`src/bat_cfg.svh`:
```
// Constants for the bulk APDU session controller: offsets, codes and the session count.
// Operation
// - P1 b3 set means command carries data; clear means response expected with length.
// - P1 b2 set aborts the addressed session; clear continues it.
// - P1 b1 asks to resend latest response; meaningless and zero when b3 set.
// - All eight P2 bits count blocks still to come from terminal.
// - Data is one TLV object: tag, one or two length bytes, value.
// - Lengths 0..127 take one byte; 128..255 take 0x81 then the value.
// - Only tag 0x80, secure channel data, is allowed; others are reserved.
// - Every command of a session uses the tag of its opening command.
// - Normal answer is 0x92 with condition flags in the second status byte.
// - Retransmit flag: zero sends next block, one resends previous block.
// - Proactive flag set when a proactive message is pending.
// - Status carries the session that owns the pending response block.
// - Data-available flag: zero means session complete, one means more blocks.
// - Returning not-enough-memory 0x6A84 aborts the session.
// - Card may return response data before all terminal data arrives.
// - Response TLV uses the tag and length format of the session's command.
// - P1 b8..b7 hold a two-bit session number, up to four sessions.
// - On receipt of the last terminal block the card answers data-ongoing.
`ifndef BAT_CFG_SVH
`define BAT_CFG_SVH
`define BAT_OFS_CMD      8'h00
`define BAT_OFS_EXT      8'h04
`define BAT_OFS_RSPCTL   8'h08
`define BAT_OFS_STATUS   8'h0C
`define BAT_OFS_RSPTLV   8'h10
`define BAT_OFS_PEND     8'h14
`define BAT_TAG_SC       8'h80
`define BAT_LEN_LONG     8'h81
`define BAT_SW1_ONGOING  8'h92
`define BAT_SW1_ERR      8'h6A
`define BAT_SW2_NOMEM    8'h84
`define BAT_SW2_BADDATA  8'h80
`define BAT_RESP_OKAY    2'h0
`define BAT_RESP_SLVERR  2'h2
`define BAT_NSESS        4
`endif

```
`src/bat_pkg.sv`:
```
// Types shared by the bulk APDU session controller.
package bat_pkg;
  typedef struct packed {
    logic [1:0] sess;
    logic [2:0] rfu;
    logic       has_data;
    logic       abort;
    logic       retx;
  } bat_p1_s;
  typedef struct packed {
    logic       active;
    logic [7:0] tag;
    logic [7:0] remain;
    logic [7:0] last_sw2;
    logic [7:0] last_len;
  } bat_sess_s;
  typedef enum logic [1:0] {
    BAT_ST_IDLE = 2'b00,
    BAT_ST_READ = 2'b01,
    BAT_ST_EVAL = 2'b10
  } bat_state_e;
endpackage

```
`src/bat_sess_mem.sv`:
```
// Per-session state store with registered read data.
`timescale 1ns/1ps
`default_nettype none
module bat_sess_mem #(
  parameter int W = 33,
  parameter int D = 4,
  parameter int A = 2
) (
  // Clock and reset.
  input  wire logic         aclk,
  input  wire logic         aresetn,
  // Write port.
  input  wire logic         we,
  input  wire logic [A-1:0] waddr,
  input  wire logic [W-1:0] wdata,
  // Read port.
  input  wire logic [A-1:0] raddr,
  output logic      [W-1:0] rdata_q
);
  logic [W-1:0] mem_q [D];

  // Entries clear on reset so every session starts closed.
  for (genvar i = 0; i < D; i++) begin : g_ent
    always_ff @(posedge aclk) begin
      if (!aresetn) begin
        mem_q[i] <= '0;
      end else if (we && waddr == A'(i)) begin
        mem_q[i] <= wdata;
      end
    end
  end

  // Read data is registered; a write in the same cycle is seen one cycle later.
  always_ff @(posedge aclk) begin
    if (!aresetn) begin
      rdata_q <= '0;
    end else begin
      rdata_q <= mem_q[raddr];
    end
  end
endmodule
`default_nettype wire

```
`src/bat_top.sv`:
```
// Bulk APDU session controller: AXI4-Lite registers, P1/P2 decode, TLV checks and status building.
`timescale 1ns/1ps
`default_nettype none
`include "bat_cfg.svh"
module bat_top (
  // Clock and reset.
  input  wire logic        aclk,
  input  wire logic        aresetn,
  // Write address and data.
  input  wire logic [7:0]  s_axi_awaddr,
  input  wire logic        s_axi_awvalid,
  output logic             s_axi_awready,
  input  wire logic [31:0] s_axi_wdata,
  input  wire logic [3:0]  s_axi_wstrb,
  input  wire logic        s_axi_wvalid,
  output logic             s_axi_wready,
  // Write response.
  output logic [1:0]       s_axi_bresp,
  output logic             s_axi_bvalid,
  input  wire logic        s_axi_bready,
  // Read address and data.
  input  wire logic [7:0]  s_axi_araddr,
  input  wire logic        s_axi_arvalid,
  output logic             s_axi_arready,
  output logic [31:0]      s_axi_rdata,
  output logic [1:0]       s_axi_rresp,
  output logic             s_axi_rvalid,
  input  wire logic        s_axi_rready
);
  bat_pkg::bat_state_e st_q;
  bat_pkg::bat_p1_s    p1_q;
  bat_pkg::bat_sess_s  ent, nxt;
  logic [32:0]         ent_raw;
  logic [7:0]          p2_q, tag_q, l0_q, l1_q, le_q;
  logic [7:0]          pend_q [`BAT_NSESS];
  logic [7:0]          pend_nx [`BAT_NSESS];
  logic [7:0]          rlen_q, sw1_q, sw2_q, rtag_q, rl0_q, rl1_q;
  logic [7:0]          ev_sw1, ev_sw2, ev_len, ev_tag;
  logic [1:0]          rln_q, psess;
  logic                proact_q, nomem_q, resend_q, done_q, rvld_q;
  logic                ev_rsp, pany, retx, len_ok, tag_ok;
  logic                wr_go, wr_hs, rd_hs;
  logic [7:0]          wofs;

  assign ent = bat_pkg::bat_sess_s'(ent_raw);

  ////////////////////////////////////////////////////////////////////////////
  // AXI4-Lite slave.

  // Address and data are taken together in one pulse once both are offered.
  assign wr_go = s_axi_awvalid && s_axi_wvalid && !s_axi_awready && !s_axi_bvalid;
  assign wr_hs = s_axi_awready && s_axi_awvalid;
  assign wofs  = {s_axi_awaddr[7:2], 2'b00};

  always_ff @(posedge aclk) begin
    if (!aresetn) begin
      s_axi_awready <= 1'b0;
      s_axi_wready  <= 1'b0;
      s_axi_bvalid  <= 1'b0;
      s_axi_bresp   <= `BAT_RESP_OKAY;
    end else begin
      s_axi_awready <= wr_go;
      s_axi_wready  <= wr_go;
      if (wr_hs) begin
        s_axi_bvalid <= 1'b1;
        // Only the three writable words are mapped; a command while busy is refused.
        if (wofs == `BAT_OFS_CMD) begin
          s_axi_bresp <= (st_q != bat_pkg::BAT_ST_IDLE) ? `BAT_RESP_SLVERR : `BAT_RESP_OKAY;
        end else if (wofs == `BAT_OFS_EXT || wofs == `BAT_OFS_RSPCTL) begin
          s_axi_bresp <= `BAT_RESP_OKAY;
        end else begin
          s_axi_bresp <= `BAT_RESP_SLVERR;
        end
      end else if (s_axi_bready) begin
        s_axi_bvalid <= 1'b0;
      end
    end
  end

  // Read channel: one read under way, data registered with the answer.
  assign rd_hs = s_axi_arready && s_axi_arvalid;

  always_ff @(posedge aclk) begin
    if (!aresetn) begin
      s_axi_arready <= 1'b0;
      s_axi_rvalid  <= 1'b0;
      s_axi_rdata   <= 32'h0000_0000;
      s_axi_rresp   <= `BAT_RESP_OKAY;
    end else begin
      s_axi_arready <= s_axi_arvalid && !s_axi_arready && !s_axi_rvalid;
      if (rd_hs) begin
        s_axi_rvalid <= 1'b1;
        s_axi_rresp  <= `BAT_RESP_OKAY;
        unique case ({s_axi_araddr[7:2], 2'b00})
          `BAT_OFS_STATUS: s_axi_rdata <= {13'h0000, rvld_q, done_q, (st_q != bat_pkg::BAT_ST_IDLE), sw1_q, sw2_q};
          `BAT_OFS_RSPTLV: s_axi_rdata <= {6'h00, rln_q, rl1_q, rl0_q, rtag_q};
          `BAT_OFS_PEND:   s_axi_rdata <= {pend_q[3], pend_q[2], pend_q[1], pend_q[0]};
          default: begin
            s_axi_rdata <= 32'h0000_0000;
            s_axi_rresp <= `BAT_RESP_SLVERR;
          end
        endcase
      end else if (s_axi_rready) begin
        s_axi_rvalid <= 1'b0;
      end
    end
  end

  ////////////////////////////////////////////////////////////////////////////
  // Software-written command and response-control words.

  // A command word write starts decoding; the extension word must be written first.
  always_ff @(posedge aclk) begin
    if (!aresetn) begin
      p1_q  <= '0;
      p2_q  <= 8'h00;
      tag_q <= 8'h00;
      l0_q  <= 8'h00;
      l1_q  <= 8'h00;
      le_q  <= 8'h00;
    end else if (wr_hs && wofs == `BAT_OFS_CMD && st_q == bat_pkg::BAT_ST_IDLE) begin
      p1_q  <= bat_pkg::bat_p1_s'(s_axi_wdata[7:0]);
      p2_q  <= s_axi_wdata[15:8];
      tag_q <= s_axi_wdata[23:16];
      l0_q  <= s_axi_wdata[31:24];
    end else if (wr_hs && wofs == `BAT_OFS_EXT) begin
      l1_q <= s_axi_wdata[7:0];
      le_q <= s_axi_wdata[15:8];
    end
  end

  // Card-side firmware flags; they are levels it sets and clears itself.
  always_ff @(posedge aclk) begin
    if (!aresetn) begin
      rlen_q   <= 8'h00;
      proact_q <= 1'b0;
      nomem_q  <= 1'b0;
      resend_q <= 1'b0;
    end else if (wr_hs && wofs == `BAT_OFS_RSPCTL) begin
      rlen_q   <= s_axi_wdata[15:8];
      proact_q <= s_axi_wdata[16];
      nomem_q  <= s_axi_wdata[17];
      resend_q <= s_axi_wdata[18];
    end
  end

  ////////////////////////////////////////////////////////////////////////////
  // Command sequencing and per-session state.

  // Launch, read the session entry, then evaluate in one cycle.
  always_ff @(posedge aclk) begin
    if (!aresetn) begin
      st_q <= bat_pkg::BAT_ST_IDLE;
    end else begin
      unique case (st_q)
        bat_pkg::BAT_ST_IDLE: if (wr_hs && wofs == `BAT_OFS_CMD) st_q <= bat_pkg::BAT_ST_READ;
        bat_pkg::BAT_ST_READ: st_q <= bat_pkg::BAT_ST_EVAL;
        bat_pkg::BAT_ST_EVAL: st_q <= bat_pkg::BAT_ST_IDLE;
        default:              st_q <= bat_pkg::BAT_ST_IDLE;
      endcase
    end
  end

  // Four entries, addressed by the session number in P1.
  bat_sess_mem #(.W(33), .D(`BAT_NSESS), .A(2)) u_mem (
    .aclk    (aclk),
    .aresetn (aresetn),
    .we      (st_q == bat_pkg::BAT_ST_EVAL),
    .waddr   (p1_q.sess),
    .wdata   (nxt),
    .raddr   (p1_q.sess),
    .rdata_q (ent_raw)
  );

  // Decode of one command; reserved P1 bits are never looked at.
  always_comb begin
    retx   = p1_q.retx && !p1_q.has_data;
    len_ok = !l0_q[7] || (l0_q == `BAT_LEN_LONG && l1_q[7]);
    tag_ok = tag_q == `BAT_TAG_SC && (!ent.active || ent.tag == tag_q);
    nxt    = ent;
    ev_sw1 = `BAT_SW1_ONGOING;
    ev_sw2 = 8'h00;
    ev_rsp = 1'b0;
    ev_len = rlen_q;
    ev_tag = ent.tag;
    for (int i = 0; i < `BAT_NSESS; i++) pend_nx[i] = pend_q[i];
    if (p1_q.abort) begin
      nxt = '0;
      pend_nx[p1_q.sess] = 8'h00;
    end else if (nomem_q) begin
      nxt    = '0;
      ev_sw1 = `BAT_SW1_ERR;
      ev_sw2 = `BAT_SW2_NOMEM;
      pend_nx[p1_q.sess] = 8'h00;
    end else if (p1_q.has_data) begin
      if (!(tag_ok && len_ok)) begin
        ev_sw1 = `BAT_SW1_ERR;
        ev_sw2 = `BAT_SW2_BADDATA;
      end else begin
        nxt.active = 1'b1;
        nxt.tag    = tag_q;
        nxt.remain = p2_q;
      end
    end else if (!retx && pend_q[p1_q.sess] != 8'h00) begin
      pend_nx[p1_q.sess] = pend_q[p1_q.sess] - 8'h01;
      ev_rsp = 1'b1;
    end
    // Lowest session with blocks waiting owns the reported session number.
    pany  = 1'b0;
    psess = p1_q.sess;
    for (int i = `BAT_NSESS - 1; i >= 0; i--) begin
      if (pend_nx[i] != 8'h00) begin
        pany  = 1'b1;
        psess = 2'(i);
      end
    end
    if (ev_sw1 == `BAT_SW1_ONGOING) begin
      // Reserved top bits stay zero.
      ev_sw2 = {3'b000, resend_q, proact_q, psess, pany};
      if (retx) begin
        ev_sw2 = ent.last_sw2;
        ev_len = ent.last_len;
        ev_rsp = ent.active;
      end else begin
        nxt.last_sw2 = ev_sw2;
        if (ev_rsp) nxt.last_len = rlen_q;
      end
      if (!p1_q.abort && nxt.remain == 8'h00 && pend_nx[p1_q.sess] == 8'h00 && !retx) nxt.active = 1'b0;
    end
    if (p1_q.has_data) ev_tag = tag_q;
  end

  // Pending response blocks per session: firmware loads, retrieval counts down.
  always_ff @(posedge aclk) begin
    if (!aresetn) begin
      for (int i = 0; i < `BAT_NSESS; i++) pend_q[i] <= 8'h00;
    end else if (wr_hs && wofs == `BAT_OFS_RSPCTL) begin
      pend_q[s_axi_wdata[1:0]] <= s_axi_wdata[31:24];
    end else if (st_q == bat_pkg::BAT_ST_EVAL) begin
      for (int i = 0; i < `BAT_NSESS; i++) pend_q[i] <= pend_nx[i];
    end
  end

  // Status word and response TLV header, held until the next command finishes.
  always_ff @(posedge aclk) begin
    if (!aresetn) begin
      sw1_q  <= 8'h00;
      sw2_q  <= 8'h00;
      done_q <= 1'b0;
      rvld_q <= 1'b0;
      rtag_q <= 8'h00;
      rl0_q  <= 8'h00;
      rl1_q  <= 8'h00;
      rln_q  <= 2'h0;
    end else if (st_q == bat_pkg::BAT_ST_EVAL) begin
      sw1_q  <= ev_sw1;
      sw2_q  <= ev_sw2;
      done_q <= 1'b1;
      rvld_q <= ev_rsp;
      rtag_q <= ev_tag;
      // Long form only when the top bit is set, keeping the shortest encoding.
      rl0_q  <= ev_len[7] ? `BAT_LEN_LONG : ev_len;
      rl1_q  <= ev_len[7] ? ev_len : 8'h00;
      rln_q  <= ev_len[7] ? 2'h2 : 2'h1;
    end else if (wr_hs && wofs == `BAT_OFS_CMD) begin
      done_q <= 1'b0;
    end
  end

  ////////////////////////////////////////////////////////////////////////////
  // Checks.

  AST_SEQ: assert property (@(posedge aclk) disable iff (!aresetn)
    st_q == bat_pkg::BAT_ST_READ |=> st_q == bat_pkg::BAT_ST_EVAL ##1 st_q == bat_pkg::BAT_ST_IDLE)
    else $error("Command sequence broken.");
  AST_NOMEM: assert property (@(posedge aclk) disable iff (!aresetn)
    st_q == bat_pkg::BAT_ST_EVAL && nomem_q && !p1_q.abort |=> sw1_q == 8'h6A && sw2_q == 8'h84
      && pend_q[$past(p1_q.sess)] == 8'h00)
    else $error("Memory-full status or abort missing.");
  AST_ABORT: assert property (@(posedge aclk) disable iff (!aresetn)
    st_q == bat_pkg::BAT_ST_EVAL && p1_q.abort |=> sw1_q == 8'h92 && pend_q[$past(p1_q.sess)] == 8'h00)
    else $error("Abort did not clear session.");
  AST_BADTAG: assert property (@(posedge aclk) disable iff (!aresetn)
    st_q == bat_pkg::BAT_ST_EVAL && p1_q.has_data && tag_q != 8'h80 && !p1_q.abort && !nomem_q
      |=> sw1_q == 8'h6A && sw2_q == 8'h80)
    else $error("Reserved tag accepted.");
  AST_SW2_RFU: assert property (@(posedge aclk) disable iff (!aresetn)
    done_q && sw1_q == 8'h92 |-> sw2_q[7:5] == 3'b000)
    else $error("Reserved status bits set.");
  AST_LEN_FMT: assert property (@(posedge aclk) disable iff (!aresetn)
    rln_q == 2'h2 |-> rl0_q == 8'h81 && rl1_q[7])
    else $error("Long length form malformed.");
  AST_RETX_IGN: assert property (@(posedge aclk) disable iff (!aresetn)
    st_q == bat_pkg::BAT_ST_EVAL && p1_q.has_data && p1_q.retx |=> !rvld_q)
    else $error("Retransmit honoured with command data.");
  AST_AVAIL: assert property (@(posedge aclk) disable iff (!aresetn)
    st_q == bat_pkg::BAT_ST_EVAL && ev_sw1 == 8'h92 && !retx
      |=> sw2_q[0] == ((pend_q[0] | pend_q[1] | pend_q[2] | pend_q[3]) != 8'h00))
    else $error("Data-available flag wrong.");
  AST_BHOLD: assert property (@(posedge aclk) disable iff (!aresetn)
    s_axi_bvalid && !s_axi_bready |=> s_axi_bvalid && $stable(s_axi_bresp))
    else $error("Write response dropped.");
  AST_RANS: assert property (@(posedge aclk) disable iff (!aresetn)
    rd_hs |=> s_axi_rvalid)
    else $error("Read answer late.");

  COV_ABORT: cover property (@(posedge aclk) st_q == bat_pkg::BAT_ST_EVAL && p1_q.abort);
  COV_RETX:  cover property (@(posedge aclk) st_q == bat_pkg::BAT_ST_EVAL && retx && ent.active);
  COV_LONG:  cover property (@(posedge aclk) rln_q == 2'h2 && rvld_q);
  COV_MORE:  cover property (@(posedge aclk) done_q && sw1_q == 8'h92 && sw2_q[0]);
endmodule
`default_nettype wire

```
`config.mk`:
```
export PLATFORM = sky130hd
export DESIGN_NAME = bat_top
export DESIGN_NICKNAME = d
export VERILOG_FILES = /design/src/bat_pkg.sv /design/src/bat_sess_mem.sv /design/src/bat_top.sv
export VERILOG_INCLUDE_DIRS = /design/src
export SDC_FILE = /design/constraint.sdc
export NUM_CORES = 1
export LEC_CHECK = 0
export BUFFER_PORTS_ARGS = -buffer_cell sky130_fd_sc_hd__buf_4
export CAP_MARGIN = 20
export CORE_MARGIN = 5
export CORE_UTILIZATION = 35
export DETAILED_ROUTE_END_ITERATION = 10
export PLACE_DENSITY = 0.58
export SLEW_MARGIN = 15
export SYNTH_ARGS = -nofsm -noshare
export SYNTH_HDL_FRONTEND = slang
export SYNTH_HIERARCHICAL = 1
export SYNTH_SLANG_ARGS = --single-unit
```
`constraint.sdc`:
```
create_clock -name aclk -period 4 [get_ports aclk]
set_input_delay 0.2 -clock aclk [delete_from_list [all_inputs] [get_ports aclk]]
set_output_delay 0.2 -clock aclk [all_outputs]
set_load 0.1 [all_outputs]
```
### Word level (Yosys, flattened, before mapping)

Memories as Yosys holds them, arrays and structs flattened. A register that Yosys moved wholly into a read port is not among the register bits.
Index checks and enable logic that the tools add are counted.

| word-level totals | value |
|---|---|
| register bits after elaboration | 134 |
| memory bits (writable) | 164 |
| memories kept | 2 |
| word-level logic and storage cells | 210 |
| input bits | 59 |
| output and inout port bits | 41 |

Memory list:

| name | words | width | read ports | clocked after Yosys merged registers in | wr ports | line | source |
|---|---|---|---|---|---|---|---|
| u_mem.mem_q | 4 | 33 | 1 | 1 | 4 | bat_sess_mem.sv:20 | `logic [W-1:0] mem_q [D];` |
| pend_q | 4 | 8 | 5 | 1 | 4 | bat_top.sv:35 | `` logic [7:0] pend_q [`BAT_NSESS]; `` |

| operators by class | value |
|---|---|
| multiplexer cells | 96 |
| order comparisons | 2 |
| reduce and logical (&&, ||, !) cells | 54 |
| add/sub/neg operators | 1 |
| bitwise logic cells | 12 |
| equal/unequal tests | 15 |

Operator list:

| kind | count |
|---|---|
| 2-to-1 mux 8 bit | 24 |
| 2-to-1 mux 33 bit | 5 |
| 2-to-1 mux 32 bit | 4 |
| one-hot mux 32 bit (3 select lines) | 1 |
| 2-to-1 mux 17 bit | 3 |
| 2-to-1 mux 16 bit | 3 |
| nonzero test 8 bit | 5 |
| 2-to-1 mux 1 bit | 39 |
| AND 32 bit | 1 |
| bitwise mux 32 bit | 1 |
| inverter 32 bit | 1 |
| 2-to-1 mux 2 bit | 13 |
| equality test 8 bit (second input constant) | 3 |
| logical AND 1 bit | 24 |
| logical NOT 8 bit | 3 |
| binary-select mux 8 bit (select 2 bit) | 1 |
| demux 8 bit (select 2 bit) | 1 |
| equality test 6 x 2 -> 1 bit (second input constant) | 2 |
| equality test 6 x 3 -> 1 bit (second input constant) | 2 |
| logical NOT 1 bit | 10 |
| equality test 8 bit | 1 |
| bitwise OR 1 bit | 8 |
| nonzero test 2 bit | 4 |
| OR reduction 8 bit | 1 |
| other kinds (14) | 20 |

### Longest topological paths before layout

| logic depth | value |
|---|---|
| depth after elaboration | 19 |
| mapped depth | 13 |
| mapped depth without buffers | 11 |

### Modules after synthesis

The synthesis kept the hierarchy.

Modules (own cells, without submodules):

| module | cells each | instances | area each (um^2) |
|---|---|---|---|
| bat_top | 923 | 1 | 7956.4 |
| bat_sess_mem | 436 | 1 | 6682.7 |

### Worst setup path after synthesis

Ideal clock, no wire load.

| timing | value |
|---|---|
| path kind | register to register |
| start | register st_q[0] |
| end | memory u_mem.mem_q[1][0], enable pin |
| period minus slack after synthesis | 4.302 ns |
| setup time | 0.469 ns |
| setup slack | -0.302 ns |
| required time | 3.531 ns |
| arrival time | 3.833 ns |
| stages on the path, launching flop included | 8 |
| buffers on the path | 3 |
| cells stage by stage | dfxtp_1 -> nand2b_1 -> clkbuf_1 -> inv_1 -> clkbuf_1 -> clkbuf_1 -> nand2_1 -> o21ai_0 |

RTL lines:

| what | line | source |
|---|---|---|
| from (decl) | bat_top.sv:30 | `bat_pkg::bat_state_e st_q;` |
| from (signal assigned) | bat_top.sv:153 | `st_q <= bat_pkg::BAT_ST_IDLE;` |
| from (signal assigned) | bat_top.sv:156 | `` bat_pkg::BAT_ST_IDLE: if (wr_hs && wofs == `BAT_OFS_CMD) st_q <= bat_pkg::BAT_ST_READ; `` |
| from (signal assigned) | bat_top.sv:157 | `bat_pkg::BAT_ST_READ: st_q <= bat_pkg::BAT_ST_EVAL;` |
| to (decl) | bat_sess_mem.sv:20 |  |

==> metrics.md <==
| Metric | Value |
|---|---|
| CTS tree | `built` |
| Async S/R FF share, synth | `0%` |
| Worst slew pin tran | `approximately 1.0 ns` |
| Worst-path clk slew | `roughly 0.06 ns` |
| Gr usage total | `18.0%` |
| Critical path class | `flop to flop` |
| Total power | `7.43 mW` |
| Hold path depth | `3` |
| Bufs on Longest Clock Path | `3` |
| Multi-input gate area | `approximately 6100 sq um` |
| Sequential Area | `~8000 sq um` |
| Seq cells post-synth | `317` |
| Grt total ovfl | `0` |
| Fin crit share | `approximately 95%` |
| Required time worst endpoint | `4.29 ns` |
| Setup TNS | `0 ns` |
| Largest net degree at the start of global routing | `75` |
| Cell Area, Placed | `around 16,000 sq um` |
| I/O Buffers | `86` |
| Largest area contributor in the netlist | `edfxtp_1` |
| Fin crit period | `~3.8 ns` |
| Die width | `215 um` |
| Antenna violations before repair | `0` |
| Global-route wire length before repair | `roughly 65,000 um` |
| Clock share of power | `a little under half` |
| Slowest-stage cell, CP | `mux4_1` |
| Pins Over Slew Limit | `0` |
| Post-synth EDFFs | `roughly 160` |
| CP startpoint kind | `flop` |
| Most Frequent Cell on Critical Path | `or4_4` |
| Highest clock rate | `0.262 GHz` |
| CORE AREA | `41,700 sq um` |
| Post-route cell area | `about 17,000 sq um` |
| Worst skew pair latency | `roughly 0.54 ns` |
| CTS sink count | `around 320` |
| Drt first pass iters | `5` |
| Full die area | `roughly 46,000 sq um` |
| Mapped Area | `~15,000 sq um` |
| RSZ-0062 raised after global routing | `no` |
| FF-to-FF End | `u_mem/mem_q[2][8]` |
| Status | `finished clean` |
| Initial DRC count | `854` |
| Internal Pwr Total | `between 5 and 6 mW` |
| NumNets Final | `about 1,500` |
| Layout cell share with drive strength beyond 1 | `14.6%` |
| Synth area leaders | `edfxtp_1 34%, dfxtp_1 21%, mux2i_1 7.6%` |
| FP Rows | `75` |
| Reg2Reg Depth | `8` |
| Post-route insts no fill | `roughly 2,000` |
| Dpl hpwl | `approximately 29,000 um` |
| Post-synthesis cell count | `between 1,000 and 1,500` |
| Layout area overhead | `19.2%` |
| Sequential cell area fraction in the yosys report | `between 50% and 60%` |
| Routed WL per cell | `21.2 um` |
| Ports | `100` |
| Sw frac | `a little under a quarter` |
| Worst hold start | `s_axi_wdata[6]` |
| H-tree level count | `2` |
| Arrival @ worst endpoint | `~4 ns` |
| Hold Path Sink | `p1_q[6]` |
| Max Cap Viol | `0` |
| CP bufs+invs | `0` |
| Pleak | `approximately 6.4 nW` |
| YS warnings | `6` |
| Setup violators final | `0` |
| Worst path max stage delay | `roughly 0.76 ns` |
| Relative slew slack | `between 30% and 40%` |
| VDD IR max | `roughly 0.24 mV` |
| Combinational fraction of design power | `between 5 and 6%` |
| CTS root buffer | `clkbuf_16` |
| Critical path cell sequence | `mux4_1 > or4_4 > nor4_4 > o2bb2ai_2 > or4_4 > o31ai_2 > nand2_1 > and2_1` |
| Residual DRC count | `0` |
| Final Hold Vio Count | `0` |
| Filler instances | `between 4,000 and 5,000` |
| CTS Buf Count | `37` |
| Pwr/cell area | `426 nW/um^2` |
| Kind of cell adding the most delay to the critical path | `simple AND/OR/NAND/NOR gates` |
| Share of power burned in registers | `approximately 48%` |
| Vias in the first global route | `roughly 11,000` |
| N_diodes | `0` |
| Share of the synthesized area in the top cell type | `between 30% and 40%` |
| Total Wirelength | `approximately 43,000 um` |
| Critical Path Sink Type | `flop` |
| Die Ht | `between 200 and 250 um` |
| Via Count | `10,800` |
| Commonest cells in the netlist | `189 x nand2_1, 164 x edfxtp_1, 153 x dfxtp_1` |
| Crit path max fanout | `8` |
| Vias per cell | `between 5 and 6` |
| Initial core utilization | `a little over a third` |
| R2R setup slack | `0.19 ns` |
| Count leader, synth | `nand2_1` |
| Final antenna-violating net count | `0` |
| Net switching power | `between 1.5 and 2 mW` |
| Synth Flop Type | `edfxtp_1` |
| Distinct cells, synth | `70` |
| Worst Skew | `0.0189 ns` |
| Synthesized area per cell | `~11 sq um` |
| Placed cells | `1,933` |
| RD Place Congestion | `0.882` |
| Worst Hold Class | `primary input to flop` |
## sequential cells by signal, indices dropped and copies added, names as in the netlist, 2 cells and up, named ones only
register       cells
p2_q               8
rl1_q              7
rlen_q             8
rl0_q              8
sw1_q              3
pend_q            32
p1_q               5
s_axi_rdata       32
tag_q              8
u_mem/rdata_q     33
sw2_q              8
u_mem/mem_q      132
st_q               2
rtag_q             8
l0_q               8
## cells in the final DEF (no fill, tap or decap), types with 38 or more instances in the layout
cell type  instances
clkbuf_16         38
dfxtp_1          152
edfxtp_1         164
buf_4            128
nand2_1          189
mux2i_1          111
a21oi_1           48
o21ai_0           63
a21boi_0          56
and2_1           138
## power by group through the flow
| stage | sequential (mW) | combinational (mW) | clock (mW) |
|---|---|---|---|
| 2_1_floorplan | 3.67 | 0.179 | 0 |
| 3_3_place_gp | 3.60 | 0.412 | 0 |
| 3_5_place_dp | 3.60 | 0.413 | 0 |
| 4_1_cts | 3.53 | 0.440 | 3.54 |
| 5_1_grt | 3.54 | 0.462 | 3.67 |
| 6_report | 3.53 | 0.438 | 3.46 |
## per-stage QoR
| step | util [%] | setup slack [ns] | hold WS (ns) |
|---|---|---|---|
| 6_report | 41.9 | 0.189 | 0.0342 |
| 5_1_grt | 41.9 | 0.0321 | 0.0332 |
| 4_1_cts | 41.8 | 0.164 | 0.00785 |
| 3_5_place_dp | 37.9 | 0.164 | 0.439 |
| 3_3_place_gp | 37.9 | 0.236 | 0.424 |
| 2_1_floorplan | - | -0.302 | 0.345 |
## cell families after synthesis
group / after synthesis / synth area share, %
multiplexers: 120 / 8.97
buffers and inverters: 105 / 3.97
other: 1 / 0.0256
AND/OR/NAND/NOR: 507 / 18.1
XOR/XNOR: 13 / 0.829
adder cells (fa/ha/maj): 1 / 0.0855
AO/OA/AOI/OAI: 295 / 13.4
flip-flops: 317 / 54.6
## worst min-delay path, stage by stage
cell and delay [ns]:
buf_4 0.11, nand2_1 0.06, a21boi_0 0.13
## how the worst max path moves through the flow
stage / slack [ns] / from / cells after the start / to
global placement: 0.24 / flop / 8 / u_mem/mem_q[1][8]
finish: 0.19 / flop / 8 / u_mem/mem_q[2][8]
floorplan: -0.30 / st_q[0] / 7 / u_mem/mem_q[1][0]
global route: 0.03 / flop / 11 / u_mem/mem_q[2][8]
detailed placement: 0.16 / flop / 9 / u_mem/mem_q[2][8]
CTS: 0.16 / flop / 9 / u_mem/mem_q[2][8]
## what timing repair did
action	in CTS	in global routing
buffers inserted	0	0
endpoints found under the hold margin	47	0
setup endpoints to repair	0	4
resized for setup	0	1
hold buffers	36	0
## layer usage
metal	track usage [%]	part of all wire (%)	routed length (um)	vias to the layer above
li1	-	-	-	5119
met4	5.41	2.8	1220	0
met2	31.2	49	21100	323
met3	3.09	5.3	2300	75
met5	0	0	0	-
met1	23.2	43	18600	5313
## final cells by class
class                           instances  area share [%]
Clock buffer                           57            6.26
Sequential cell                       317            45.8
Tap cell                              539            3.86
Inverter                               11           0.237
Multi-Input combinational cell        938            35.1
Timing Repair Buffer                  166            7.81
Clock inverter                         10           0.918
No activity file was read; power rests on OpenSTA's default activity.
